--- src/tbf_defines.svh ---
// Purpose: constants of the token bus frame block
// Assumes: octet bit 7 is the first symbol sent
// Notes:   symbols are 2 bits: 00 zero, 01 one, 10 non-data
`ifndef TBF_DEFINES_SVH
`define TBF_DEFINES_SVH
`define TBF_SYM_ZERO   2'h0
`define TBF_SYM_ONE    2'h1
`define TBF_SYM_ND     2'h2
`define TBF_SD_SYMS    16'hA280
`define TBF_ED_SYMS    16'hA6A4
`define TBF_ED_MASK    16'hFFF0
`define TBF_MAX_DATA   14'h1FFF
`define TBF_FCS_LEN    14'h0004
`define TBF_SHORT_ADDR 14'h0002
`define TBF_LONG_ADDR  14'h0006
`define TBF_PRE_NS     2000
`define TBF_FF_CTRL    2'h0
`define TBF_FF_LLC     2'h1
`define TBF_C_CLAIM    6'h00
`define TBF_C_SOL1     6'h01
`define TBF_C_SOL2     6'h02
`define TBF_C_WHO      6'h03
`define TBF_C_RESOLVE  6'h04
`define TBF_C_TOKEN    6'h08
`define TBF_C_SETSUCC  6'h0C
`endif

--- src/tbf_pkg.sv ---
// Purpose: types of the token bus frame block
// Assumes: nothing
// Notes:   class codes are an internal encoding; FC_SOL1..FC_RESOLVE follow FC_CLAIM in type order
package tbf_pkg;
    typedef enum logic [4:0] {
        TX_IDLE = 5'h01,
        TX_PRE  = 5'h02,
        TX_SD   = 5'h04,
        TX_BODY = 5'h08,
        TX_ED   = 5'h10
    } tbf_tx_e;
    typedef enum logic [1:0] {
        RX_HUNT  = 2'h1,
        RX_FRAME = 2'h2
    } tbf_rx_e;
    typedef enum logic [3:0] {
        FC_NONE, FC_CLAIM, FC_SOL1, FC_SOL2, FC_WHO,
        FC_RESOLVE, FC_TOKEN, FC_SETSUCC, FC_LLC, FC_OTHER
    } tbf_class_e;
endpackage

--- src/tbf_framer.sv ---
// Purpose: token bus frame assembly and parsing
// Assumes: check sequence made and checked outside; modem on clk_i
// Notes:   the four octets before the end delimiter are the check sequence
// Summary of operation
// - fields in fixed order, sd to ed
// - addresses two or six octets each
// - data frame body at most 8191 octets
// - abort is start then end delimiter only
// - valid needs all fields, good check
// - preamble of pad idle before frames
// - receiver ignores symbols between frames
// - post silence frame uses configured preamble
// - preamble whole octets, at least 2 us
// - claim token uses exactly minimum preamble
// - start delimiter is N N 0 N N 0 0 0
// - frame control selects control or data
// - control frame: 00 then six-bit type
// - type 000000 is claim token
// - types 1..4 with 1..4 response windows
// - 001000 token, 001100 set successor
// - data frame: 01, action, priority
`timescale 1ns/1ns
`include "tbf_defines.svh"

module tbf_fifo #(
    parameter int W = 10,
    parameter int D = 4
) (
    input  wire logic         clk_i,
    input  wire logic         rst_i,
    input  wire logic [W-1:0] in_data_i,
    input  wire logic         in_valid_i,
    output logic              in_ready_o,
    output logic [W-1:0]      out_data_o,
    output logic              out_valid_o,
    input  wire logic         out_ready_i
);
    localparam int AW = $clog2(D);
    logic [W-1:0] mem [D];
    logic [AW:0]  cnt_q;
    logic [AW-1:0] wp_q;
    logic [AW-1:0] rp_q;
    logic         push;
    logic         pop;
    assign in_ready_o  = (cnt_q != (AW+1)'(D));
    assign out_valid_o = (cnt_q != '0);
    assign push        = in_valid_i && in_ready_o;
    assign pop         = out_valid_o && out_ready_i;
    assign out_data_o  = mem[rp_q];
    always_ff @(posedge clk_i)
    begin
        if (push)
        begin
            mem[wp_q] <= in_data_i;
        end
    end
    always_ff @(posedge clk_i)
    begin
        if (rst_i)
        begin
            cnt_q <= '0;
            wp_q  <= '0;
            rp_q  <= '0;
        end
        else
        begin
            cnt_q <= cnt_q + (AW+1)'(push) - (AW+1)'(pop);
            if (push)
            begin
                wp_q <= (wp_q == AW'(D-1)) ? '0 : wp_q + 1'b1;
            end
            if (pop)
            begin
                rp_q <= (rp_q == AW'(D-1)) ? '0 : rp_q + 1'b1;
            end
        end
    end
endmodule // tbf_fifo

////////////////////////////////////////////////////////////////////////////////

module tbf_framer import tbf_pkg::*; #(
    parameter int RATE_MBPS = 10,
    parameter int GAP_CYC   = 64,
    parameter int DEPTH     = 4
) (
    input  wire logic        clk_i,
    input  wire logic        rst_i,
    input  wire logic        addr_long_i,
    input  wire logic [7:0]  post_sil_pre_i,
    input  wire logic [7:0]  tx_data_i,
    input  wire logic        tx_valid_i,
    input  wire logic        tx_last_i,
    output logic             tx_ready_o,
    input  wire logic        tx_abort_i,
    output logic [15:0]      tx_sym_o,
    output logic             tx_valid_o,
    input  wire logic        tx_ready_i,
    input  wire logic [15:0] rx_sym_i,
    input  wire logic        rx_valid_i,
    output logic             rx_ready_o,
    input  wire logic        rx_fcs_ok_i,
    output logic [7:0]       rx_data_o,
    output logic             rx_end_o,
    output logic             rx_good_o,
    output logic             rx_valid_o,
    input  wire logic        rx_ready_i,
    output tbf_class_e       rx_class_o,
    output logic [2:0]       rx_windows_o
);
    // ceiling keeps whole octets and never under 2 us
    localparam logic [7:0] PRE_MIN = 8'((`TBF_PRE_NS * RATE_MBPS + 7999) / 8000);

    function automatic logic [15:0] to_syms(input logic [7:0] b);
        logic [15:0] s;
        s = '0;
        for (int i = 0; i < 8; i++)
        begin
            s[2*i +: 2] = b[i] ? `TBF_SYM_ONE : `TBF_SYM_ZERO;
        end
        return s;
    endfunction

    ////////////////////////////////////////////////////////////////////////////
    // transmit side
    tbf_tx_e    tx_st_q;
    logic [7:0] pre_left_q;
    logic [7:0] pre_sent_q;
    logic       abort_q;
    logic       silence_q;
    logic [$clog2(GAP_CYC+1)-1:0] gap_q;
    logic       out_free;
    logic       is_claim;
    logic [7:0] pre_len;

    assign out_free   = !tx_valid_o || tx_ready_i;
    assign tx_ready_o = (tx_st_q == TX_BODY) && out_free;
    assign is_claim   = tx_data_i == {`TBF_FF_CTRL, `TBF_C_CLAIM};
    always_comb
    begin
        pre_len = PRE_MIN;
        if (silence_q && !is_claim && post_sil_pre_i > PRE_MIN)
        begin
            pre_len = post_sil_pre_i;
        end
    end

    always_ff @(posedge clk_i)
    begin
        if (rst_i)
        begin
            tx_st_q    <= TX_IDLE;
            pre_left_q <= '0;
            pre_sent_q <= '0;
            abort_q    <= 1'b0;
            tx_sym_o   <= '0;
            tx_valid_o <= 1'b0;
        end
        else if (out_free)
        begin
            tx_valid_o <= 1'b0;
            case (tx_st_q)
                TX_IDLE:
                begin
                    // abort is only ever a bare start/end pair
                    if (tx_abort_i || tx_valid_i)
                    begin
                        abort_q    <= tx_abort_i;
                        pre_left_q <= tx_abort_i ? PRE_MIN : pre_len;
                        pre_sent_q <= '0;
                        tx_st_q    <= TX_PRE;
                    end
                end
                TX_PRE:
                begin
                    tx_sym_o   <= '0;
                    tx_valid_o <= 1'b1;
                    pre_sent_q <= pre_sent_q + 8'h01;
                    pre_left_q <= pre_left_q - 8'h01;
                    if (pre_left_q == 8'h01)
                    begin
                        tx_st_q <= TX_SD;
                    end
                end
                TX_SD:
                begin
                    tx_sym_o   <= `TBF_SD_SYMS;
                    tx_valid_o <= 1'b1;
                    tx_st_q    <= abort_q ? TX_ED : TX_BODY;
                end
                TX_BODY:
                begin
                    // fields pass straight through in source order
                    if (tx_valid_i)
                    begin
                        tx_sym_o   <= to_syms(tx_data_i);
                        tx_valid_o <= 1'b1;
                        if (tx_last_i)
                        begin
                            tx_st_q <= TX_ED;
                        end
                    end
                end
                TX_ED:
                begin
                    tx_sym_o   <= `TBF_ED_SYMS;
                    tx_valid_o <= 1'b1;
                    tx_st_q    <= TX_IDLE;
                end
                default:
                begin
                    tx_st_q <= TX_IDLE;
                end
            endcase
        end
    end

    // silence means nothing offered to the modem for GAP_CYC+1 cycles in idle
    always_ff @(posedge clk_i)
    begin
        if (rst_i)
        begin
            silence_q <= 1'b1;
            gap_q     <= '0;
        end
        else if (tx_valid_o)
        begin
            silence_q <= 1'b0;
            gap_q     <= '0;
        end
        else if (tx_st_q == TX_IDLE)
        begin
            if (gap_q == ($clog2(GAP_CYC+1))'(GAP_CYC))
            begin
                silence_q <= 1'b1;
            end
            else
            begin
                gap_q <= gap_q + 1'b1;
            end
        end
    end

    ////////////////////////////////////////////////////////////////////////////
    // receive side
    tbf_rx_e     rx_st_q;
    logic [13:0] cnt_q;
    logic [31:0] hold_q;
    logic [7:0]  fc_q;
    logic        dlv_q;
    logic        over_q;
    logic        is_sd;
    logic        is_ed;
    logic        is_dat;
    logic [7:0]  rx_byte;
    logic        take;
    logic        f_push;
    logic [9:0]  f_word;
    logic        f_ready;
    logic [9:0]  f_out;
    logic [13:0] min_len;

    assign is_sd   = rx_sym_i == `TBF_SD_SYMS;
    assign is_ed   = (rx_sym_i & `TBF_ED_MASK) == (`TBF_ED_SYMS & `TBF_ED_MASK);
    assign take    = rx_valid_i && rx_ready_o;
    assign min_len = 14'h0001 + `TBF_FCS_LEN
                   + (addr_long_i ? `TBF_LONG_ADDR + `TBF_LONG_ADDR
                                  : `TBF_SHORT_ADDR + `TBF_SHORT_ADDR);
    always_comb
    begin
        is_dat = 1'b1;
        for (int i = 0; i < 8; i++)
        begin
            rx_byte[i] = rx_sym_i[2*i];
            if (rx_sym_i[2*i+1])
            begin
                is_dat = 1'b0;
            end
        end
    end

    // four octets lag behind so the check sequence is never delivered
    always_comb
    begin
        f_push = 1'b0;
        f_word = {2'b00, hold_q[31:24]};
        if (take && rx_st_q == RX_FRAME)
        begin
            if (is_dat && !over_q && cnt_q >= `TBF_FCS_LEN)
            begin
                f_push = 1'b1;
            end
            else if (!is_dat && dlv_q)
            begin
                f_push = 1'b1;
                f_word = {1'b1, is_ed && rx_fcs_ok_i && !over_q && cnt_q >= min_len, 8'h00};
            end
        end
    end

    always_ff @(posedge clk_i)
    begin
        if (rst_i)
        begin
            rx_st_q <= RX_HUNT;
            cnt_q   <= '0;
            hold_q  <= '0;
            fc_q    <= '0;
            dlv_q   <= 1'b0;
            over_q  <= 1'b0;
        end
        else if (take)
        begin
            case (rx_st_q)
                RX_HUNT:
                begin
                    // preamble and stray symbols are dropped here
                    if (is_sd)
                    begin
                        rx_st_q <= RX_FRAME;
                        cnt_q   <= '0;
                        dlv_q   <= 1'b0;
                        over_q  <= 1'b0;
                    end
                end
                RX_FRAME:
                begin
                    if (is_dat)
                    begin
                        hold_q <= {hold_q[23:0], rx_byte};
                        cnt_q  <= cnt_q + 14'h0001;
                        dlv_q  <= dlv_q || f_push;
                        if (cnt_q == '0)
                        begin
                            fc_q <= rx_byte;
                        end
                        if (fc_q[7:6] == `TBF_FF_LLC && cnt_q >= `TBF_MAX_DATA)
                        begin
                            over_q <= 1'b1;
                        end
                    end
                    else
                    begin
                        // a new start delimiter restarts; anything else ends
                        rx_st_q <= is_sd ? RX_FRAME : RX_HUNT;
                        cnt_q   <= '0;
                        dlv_q   <= 1'b0;
                        over_q  <= 1'b0;
                    end
                end
                default:
                begin
                    rx_st_q <= RX_HUNT;
                end
            endcase
        end
    end

    always_ff @(posedge clk_i)
    begin
        if (rst_i)
        begin
            rx_class_o   <= FC_NONE;
            rx_windows_o <= '0;
        end
        else if (take && rx_st_q == RX_FRAME && is_dat && cnt_q == '0)
        begin
            rx_windows_o <= '0;
            rx_class_o   <= FC_OTHER;
            if (rx_byte[7:6] == `TBF_FF_LLC)
            begin
                rx_class_o <= FC_LLC;
            end
            else if (rx_byte[7:6] == `TBF_FF_CTRL)
            begin
                case (rx_byte[5:0])
                    `TBF_C_CLAIM:   rx_class_o <= FC_CLAIM;
                    `TBF_C_SOL1,
                    `TBF_C_SOL2,
                    `TBF_C_WHO,
                    `TBF_C_RESOLVE:
                    begin
                        rx_class_o   <= tbf_class_e'(4'(rx_byte[2:0]) + 4'(FC_CLAIM));
                        rx_windows_o <= rx_byte[2:0];
                    end
                    `TBF_C_TOKEN:   rx_class_o <= FC_TOKEN;
                    `TBF_C_SETSUCC: rx_class_o <= FC_SETSUCC;
                    default:        rx_class_o <= FC_OTHER;
                endcase
            end
        end
    end

    // the modem must hold symbols while the buffer is full
    assign rx_ready_o = f_ready;
    tbf_fifo #(.W(10), .D(DEPTH)) u_fifo (
        .clk_i       (clk_i),
        .rst_i       (rst_i),
        .in_data_i   (f_word),
        .in_valid_i  (f_push),
        .in_ready_o  (f_ready),
        .out_data_o  (f_out),
        .out_valid_o (rx_valid_o),
        .out_ready_i (rx_ready_i)
    );
    assign rx_data_o = f_out[7:0];
    assign rx_end_o  = f_out[9];
    assign rx_good_o = f_out[8];
endmodule // tbf_framer

--- config.mk ---
export PLATFORM = sky130hd
export DESIGN_NAME = tbf_framer
export DESIGN_NICKNAME = d
export VERILOG_FILES = /design/src/tbf_pkg.sv /design/src/tbf_framer.sv
export VERILOG_INCLUDE_DIRS = /design/src
export SDC_FILE = /design/constraint.sdc
export NUM_CORES = 1
export LEC_CHECK = 0
export BUFFER_PORTS_ARGS = -buffer_cell sky130_fd_sc_hd__buf_2
export CORE_MARGIN = 1
export CORE_UTILIZATION = 45
export DETAILED_ROUTE_END_ITERATION = 7
export MAX_ROUTING_LAYER = met4
export PLACE_DENSITY = 0.73
export SYNTH_ARGS = -nofsm -noshare
export SYNTH_HDL_FRONTEND = slang
export SYNTH_SLANG_ARGS = --single-unit
export TNS_END_PERCENT = 1
--- constraint.sdc ---
create_clock -name clk_i -period 3.1 [get_ports clk_i]
set_input_delay 0.62 -clock clk_i [delete_from_list [all_inputs] [get_ports clk_i]]
set_output_delay 0.62 -clock clk_i [all_outputs]
set_load 0.02 [all_outputs]
Word level (Yosys, flattened, before mapping)

Memory sizes are Yosys's and may differ from the RTL's. A register that Yosys moved wholly into a read port is not among the register bits.
Index checks and enable logic that the tools add are counted.

Eq/ne operators: 29
Reductions and logical operators: 47
Mux-type cells: 65
Order comparisons: 4
Bitwise operators: 1
Add/subtract/negate cells: 9

Operators by type and width:

| operator              | number |
|---|---|
| $pmux 16 s4           | 1 |
| $mux 10               | 3 |
| $mux 1                | 29 |
| $mux 14               | 2 |
| $pmux 14 s2           | 1 |
| $mux 5                | 5 |
| $mux 8                | 3 |
| $pmux 5 s4            | 1 |
| $reduce_and 3->1      | 6 |
| $eq 16x16->1 const B  | 1 |
| $logic_and 1x1->1     | 16 |
| $mux 16               | 1 |
| $pmux 4 s4            | 1 |
| $pmux 8 s2            | 1 |
| $add 14x1->14 const B | 1 |
| $ge 14x13->1 const B  | 1 |
| $ge 14x3->1 const B   | 1 |
| $ge 14x5->1           | 1 |
| $logic_not 14->1      | 1 |
| $mux 2                | 7 |
| $eq 12x12->1 const B  | 1 |
| $eq 6x2->1 const B    | 2 |
| $eq 6x4->1 const B    | 2 |
| $mux 4                | 3 |
| other kinds (39)      | 64 |

Memory bits (writable): 40
Register bits after elaboration: 111
Output and inout bits: 37
Memories: 1
Logic and storage cells: 174

Memories:

| name       | words | bits a word | read ports | clocked after memory_dff | write ports | line             | text |
|---|---|---|---|---|---|---|---|
| u_fifo.mem | 4     | 10          | 1          | 1                        | 1           | tbf_framer.sv:39 | `logic [W-1:0] mem [D];` |

Logic depth before layout (Yosys ltp)

Gate-level depths: netlist (run 1).

Depth in word-level cells: 16
Mapped depth: 12
Gate-level depth less buffers: 12

Hierarchy

Synthesis (run 1) repeated with hierarchy kept, for this count alone.

Cell total of the unflattened synthesis: 688
Area total of the unflattened synthesis: 6531.3 µm²

By module, submodules not included:

| module     | cells an instance | seq. area each (µm²) | instances | area each (µm²) |
|---|---|---|---|---|
| tbf_framer | 587               | 1841.8               | 1         | 4606.9 |
| tbf_fifo   | 101               | 1381.3               | 1         | 1924.3 |

Worst setup path after synthesis (run 1)

Ideal clock, no wire load.

Path type: input to register
From: in rx_sym_i[5]
To: reg u_fifo.cnt_q[2]
Stages: 11
Buffers on the path: 0
Setup time: 0.128 ns
Data arrival time: 2.918 ns
Required time: 2.972 ns
Setup slack: 0.055 ns
Path through: nor4_1 > nand3_1 > a2111oi_0 > nor2_1 > inv_1 > ha_1 > inv_1 > fa_1 > xor2_1 > xnor2_1 > nor2_1

Longest elaborated chain between the ends: 14

Ends and longest elaborated chain:

| element                | line              | text |
|---|---|---|
| start: declaration     | tbf_framer.sv:99  | `input wire logic [15:0] rx_sym_i,` |
| $mux 1 * (6 in a row)  | tbf_framer.sv:275 | `if (rx_sym_i[2*i+1])` |
| $logic_not 1->1        | tbf_framer.sv:293 | `else if (!is_dat && dlv_q)` |
| $logic_and 1x1->1      | tbf_framer.sv:293 |  |
| $mux 1                 | tbf_framer.sv:293 |  |
| $mux 1 *               | tbf_framer.sv:289 | `` if (is_dat && !over_q && cnt_q >= `TBF_FCS_LEN) `` |
| $mux 1 *               | tbf_framer.sv:287 | `if (take && rx_st_q == RX_FRAME)` |
| $logic_and 1x1->1 *    | tbf_framer.sv:47  | `assign push = in_valid_i && in_ready_o;` |
| $add 3x1->3 *          | tbf_framer.sv:67  | `cnt_q <= cnt_q + (AW+1)'(push) - (AW+1)'(pop);` |
| $sub 3x1->3 *          | tbf_framer.sv:67  |  |
| end signal: assignment | tbf_framer.sv:67  |  |
| end: declaration       | tbf_framer.sv:40  | `logic [AW:0] cnt_q;` |

Every way passes the cells marked *; elsewhere a longest branch is shown, timed or not.
A chain may end at the register's enable or synchronous reset.

Worst setup path in the final report (run 1)

Ends and elaborated chain as after synthesis.

==> metrics, run 1 <==
DRT antenna net count=0; CP endpoint kind=flop; Hold Buf Count CTS=0; Core ar.=0.0141 mm²; Clock Latency Late Sink=0.42 ns; Final Setup Violations=0; Max-cap violations=0; RSZ-0062 raised after global routing=no; DP Area=0.00716 mm²; mean number of vias per cell=5.71; Primary FF master, synth=dfxtp_1; n_diodes=0; Post-DP HPWL=10.3 mm; Reg clk slew, reported paths=0.06 ns; htree depth=4; area grow syn2layout=17.4%; # DRC=0; Buffers on Ports=75; sequential area share after synthesis=48.9%; Iter 0 DRT Violations=371; Slew @ Worst Pin=1.00 ns; Netlist cell types=69; CTS-repair resized insts=0; initial core utilization=46.8%; die height=123 µm; critical path class=in -> reg; Hold Slack=0.417 ns; global route overflow=0; initial antenna violation count=0; Required @ worst endpoint=3.38 ns; Mapped Cells=689; GRT Resource Usage Total=21.5%; Die Area=0.0151 mm²; worst slack, placed=-0.0625 ns; Max VDD drop=0.394 mV; Final Power=5210 µW; HP Class=in -> reg; CTS sink cnt=141; drt first pass iters=4; fillcell total=1,244; commonest non-fill, non-tap cell in the layout=dfxtp_1; via count=5,463; Rows=43; Synthesis Warnings=0; Leak=0.00284 µW; Worst slew margin=32.1%; largest net degree at the start of global routing=48; Worst Path Max Fanout=5; EDFF count, synth=40; clock skew=0.00765 ns; Cell Pwr Density=673 mW/mm²; Tmin final=2.79 ns; layout cells sized above 1=18.8%; Arrival @ worst endpoint=3.07 ns; TritonCTS clock tree=yes; vias in the first global route=5,091; width of the die=123 µm; syn avg cell area=9.57 µm²; IO Count=79; status=complete, no violations; critical path startpoint category=input port; f_max=0.359 GHz; synthesized flop and latch total=141; Post-CTS Setup Bufs=0; Synth Cell Area=0.00659 mm²; TritonCTS Buffers=17; final hold viol count=0; Clock Tree Root=clkbuf_16; Final Cell Area=0.00774 mm²; Final #Nets=829; commonest non-fill, non-tap cells in the layout=101 x dfxtp_1, 92 x nand2_1, 75 x buf_2; post-route setup slack=0.314 ns; first-pass GRT wire length=24.6 mm; period utilisation layout=89.9%; DRT Wirelength=14.7 mm; wire per inst=15.3 µm; routability cong.=0.901; Max Slew Vio Count=0; count of non-filler cells in the finished layout=956; clk buf depth=2; Cells after DPL=924; Async SR Flop Fraction=0%
[cell type report]
type                            count  area (µm²)  share of cell area [%]
Timing Repair Buffer               93         510                    6.60
Sequential cell                   141        3220                    41.6
Inverter                           31         116                    1.50
Tap cell                          180         225                    2.91
Multi-Input combinational cell    479        3080                    39.8
Clock buffer                       20         447                    5.77
Clock inverter                     12         136                    1.76
[final timing paths]
path / startpoint / to / slack (ns) / depth (start not counted)
max: rx_sym_i[5] / u_fifo.cnt_q[2] / 0.31 / 13
min: tx_data_i[0] / tx_sym_o[0] / 0.42 / 2
max reg2reg: u_fifo.cnt_q[2] / u_fifo.cnt_q[2] / 0.37 / 12
min reg2reg: hold_q[0] / hold_q[8] / 0.45 / 2
[registers in the layout, summed over array words and instances (netlist names), 4 cells and up, named ones only]
name	count
hold_q	32
u_fifo.mem	40
rx_class_o	4
cnt_q	14
gap_q	7
tx_st_q	5
pre_left_q	8
tx_sym_o	10
[cells by family (layout without fill, tap and decap cells)]
group                      Yosys count  count (layout)  synth area share [%]
and+or+nand+nor                    270             270                  21.0
AOI/OAI and AO/OA                  159             159                  15.6
DFF                                141             141                  48.9
buffers and inverters               71             156                  4.52
adders and majority gates           24              24                  4.67
muxes                               12              12                  3.72
xor gates and xnor gates            11              11                  1.46
other                                1               3                0.0569
[metal layers]
metal / track usage (%) / routed length (µm) / vias up
met1: 28.9 / 7160 / 2603
met5: - / 0 / -
met2: 31.5 / 6480 / 168
met3: 4.98 / 760 / 29
met4: 7.91 / 254 / 0
li1: - / - / 2663
[critical path: stages]
cell and delay [ns]:
buf_2 0.11, nor4_1 0.38, nand3_1 0.22, a2111oi_0 0.45, buf_4 0.20, nor2_1 0.08
inv_1 0.07, ha_1 0.13, inv_1 0.05, fa_1 0.39, xor2_1 0.17, xnor2_1 0.13
nor2_1 0.05
[Yosys cell counts (all sizes together), types with 15 or more instances]
master | count | area, µm²
a21oi | 73 | 365
clkbuf | 30 | 113
dfxtp | 101 | 2020
edfxtp | 40 | 1200
ha | 23 | 288
inv | 31 | 116
nand2 | 92 | 345
nand3 | 28 | 140
nor2 | 43 | 161
nor3 | 15 | 75.1
o21ai | 25 | 125
or4 | 15 | 120
[stage by stage]
step	TNS (ns)	util [%]
after floorplan	0	-
after global routing	0	54.9
final	0	54.9
after CTS	0	54.9
after global placement	-0.0842	50.8
after detailed placement	-0.0625	50.8
[where the power goes]
part	internal (µW)	total [µW]	switching, µW
combinational	429	1030	598
sequential	2010	2180	173
clock	1210	2000	789
Note: power is estimated with default switching activity, not from simulation.
==> run 2, diff against run 1 <==
--- a/config.mk
+++ b/config.mk
@@ -6,7 +6,7 @@
 export SDC_FILE = /design/constraint.sdc
 export NUM_CORES = 1
 export LEC_CHECK = 0
-export BUFFER_PORTS_ARGS = -buffer_cell sky130_fd_sc_hd__buf_2
+export BUFFER_PORTS_ARGS = -buffer_cell sky130_fd_sc_hd__buf_4
 export CORE_MARGIN = 1
 export CORE_UTILIZATION = 45
 export DETAILED_ROUTE_END_ITERATION = 7
==> metrics, run 2 (synthesis gave the netlist of run 1 again) <==
initial antenna violation count=0 (unchanged); period utilisation layout=88.9% (was 89.9%); Hold Buf Count CTS=0 (unchanged); largest net degree at the start of global routing=43 (was 48); Final Power=5050 µW (was 5210 µW); Final Util=55.9% (was 54.9%); commonest non-fill, non-tap cells in the layout=101 x dfxtp_1, 95 x buf_4, 92 x nand2_1 (was 101 x dfxtp_1, 92 x nand2_1, 75 x buf_2); TritonCTS clock tree=yes (unchanged); register area=0.00322 mm² (unchanged); status=complete, no violations (unchanged); Slew @ Worst Pin=0.813 ns (was 1.00 ns); f_max=0.363 GHz (was 0.359 GHz); routability cong.=0.903 (was 0.901); most flop-heavy register=u_fifo.mem (unchanged); kind of cell adding the most delay to the critical path=simple AND/OR/NAND/NOR gates (unchanged); drt first pass iters=5 (was 4); Cell Pwr Density=640 mW/mm² (was 673 mW/mm²); GRT Resource Usage Total=21.7% (was 21.5%); CTS-repair resized insts=0 (unchanged); Max Slew Vio Count=0 (unchanged); commonest non-fill, non-tap cell in the layout=dfxtp_1 (unchanged); mean number of vias per cell=5.65 (was 5.71); Clock Latency Late Sink=0.42 ns (about the same); CP endpoint kind=flop (unchanged); TritonCTS Buffers=17 (unchanged); Reg clk slew, reported paths=0.06 ns (about the same); fillcell total=1,238 (was 1,244); htree depth=4 (unchanged); IO Count=79 (unchanged); Required @ worst endpoint=3.39 ns (was 3.38 ns); Worst setup startpoint=rx_sym_i[5] (unchanged); Cells after DPL=926 (was 924); # DRC=0 (unchanged); wire per inst=15.6 µm (was 15.3 µm); biggest regs=u_fifo.mem (40), hold_q (32), cnt_q (14) (unchanged); CTS sink cnt=141 (unchanged); first-pass GRT wire length=24.7 mm (was 24.6 mm); worst slack, placed=-0.0445 ns (was -0.0625 ns); Die Area=0.0151 mm² (unchanged); layout cells sized above 1=18.9% (was 18.8%); worst r2r src=rx_st_q[0] (was u_fifo.cnt_q[2]); Final #Nets=831 (was 829); Post-DP HPWL=10.4 mm (was 10.3 mm); Post-CTS Setup Bufs=0 (unchanged); vias in the first global route=5,013 (was 5,091); Worst Path Max Fanout=5 (unchanged); width of the die=123 µm (unchanged); Tmin final=2.75 ns (was 2.79 ns); CP bufs+invs=4 (unchanged); Clock Tree Root=clkbuf_16 (unchanged); Core ar.=0.0141 mm² (unchanged); global route overflow=0 (unchanged); flip-flop count of the largest register after layout=40 (unchanged); area grow syn2layout=19.6% (was 17.4%); clk buf depth=2 (unchanged); Iter 0 DRT Violations=396 (was 371); Hold Path Cell Cnt=2 (unchanged); DRT antenna net count=0 (unchanged); Rows=43 (unchanged); critical path startpoint category=input port (unchanged); post-route setup slack=0.345 ns (was 0.314 ns); worst r2r path cells=13 (was 12); die height=123 µm (unchanged); count of non-filler cells in the finished layout=958 (was 956); Final Setup Violations=0 (unchanged); hold_sp=tx_data_i[3] (was tx_data_i[0]); area of the multi-input gates=0.00308 mm² (unchanged); final hold viol count=0 (unchanged); via count=5,417 (was 5,463); Arrival @ worst endpoint=3.05 ns (was 3.07 ns); Max VDD drop=0.422 mV (was 0.394 mV); n_diodes=0 (unchanged); CP Cell Sequence=buf_4 -> nor4_1 -> nand3_1 -> a2111oi_0 -> buf_4 -> nor2_1 -> inv_1 -> ha_1 -> inv_1 -> fa_1 -> xor2_1 -> xnor2_1 -> nor2_1 (was buf_2 -> nor4_1 -> nand3_1 -> a2111oi_0 -> buf_4 -> nor2_1 -> inv_1 -> ha_1 -> inv_1 -> fa_1 -> xor2_1 -> xnor2_1 -> nor2_1); initial core utilization=46.8% (unchanged); Max-cap violations=0 (unchanged); HP Class=in -> reg (unchanged); clock skew=0.00717 ns (was 0.00765 ns); Worst slew margin=45.4% (was 32.1%); critical path class=in -> reg (unchanged); Slowest cell on crit path=a2111oi_0 (unchanged); DRT Wirelength=14.9 mm (was 14.7 mm); Buffers on Ports=75 (unchanged); RSZ-0062 raised after global routing=no (unchanged); critical path depth in cells=13 (unchanged); Crit path largest cell delay=0.46 ns (was 0.45 ns); Leak=0.00288 µW (was 0.00284 µW)
[run 2: path summary, 6_finish.rpt]
path	end	slack, ns
hold reg to reg	hold_q[28]	0.45
setup / recovery	u_fifo.cnt_q[2]	0.35
hold / removal	tx_sym_o[6]	0.43
setup reg to reg	u_fifo.cnt_q[2]	0.39
[run 2: layout make-up]
| cell class | instances | area share, % |
|---|---|---|
| Sequential cell | 141 | 40.9 |
| Multi-Input combinational cell | 479 | 39.1 |
| Timing Repair Buffer | 95 | 9.04 |
| Clock buffer | 19 | 5.49 |
| Tap cell | 180 | 2.86 |
| Inverter | 31 | 1.48 |
| Clock inverter | 13 | 1.21 |
[run 2: routing by layer]
layer / wire length, µm / global-route usage (%)
met2: 6750 / 32.4
met4: 176 / 7.15
met3: 837 / 4.66
met1: 7140 / 29.2
met5: 0 / -
[run 2: through the flow]
stage,hold WS [ns],TNS (ns),area (µm²)
2_1_floorplan,0.422,0,6600
3_3_place_gp,0.436,-0.0615,7360
3_5_place_dp,0.442,-0.0445,7360
4_1_cts,0.410,0,7890
5_1_grt,0.411,0,7890
6_report,0.426,0,7890
[run 2: where the power goes]
group          internal [µW]  switching, µW
Clock                   1020            784
Combinational            465            598
Sequential              2010            168
Total                   3500           1550
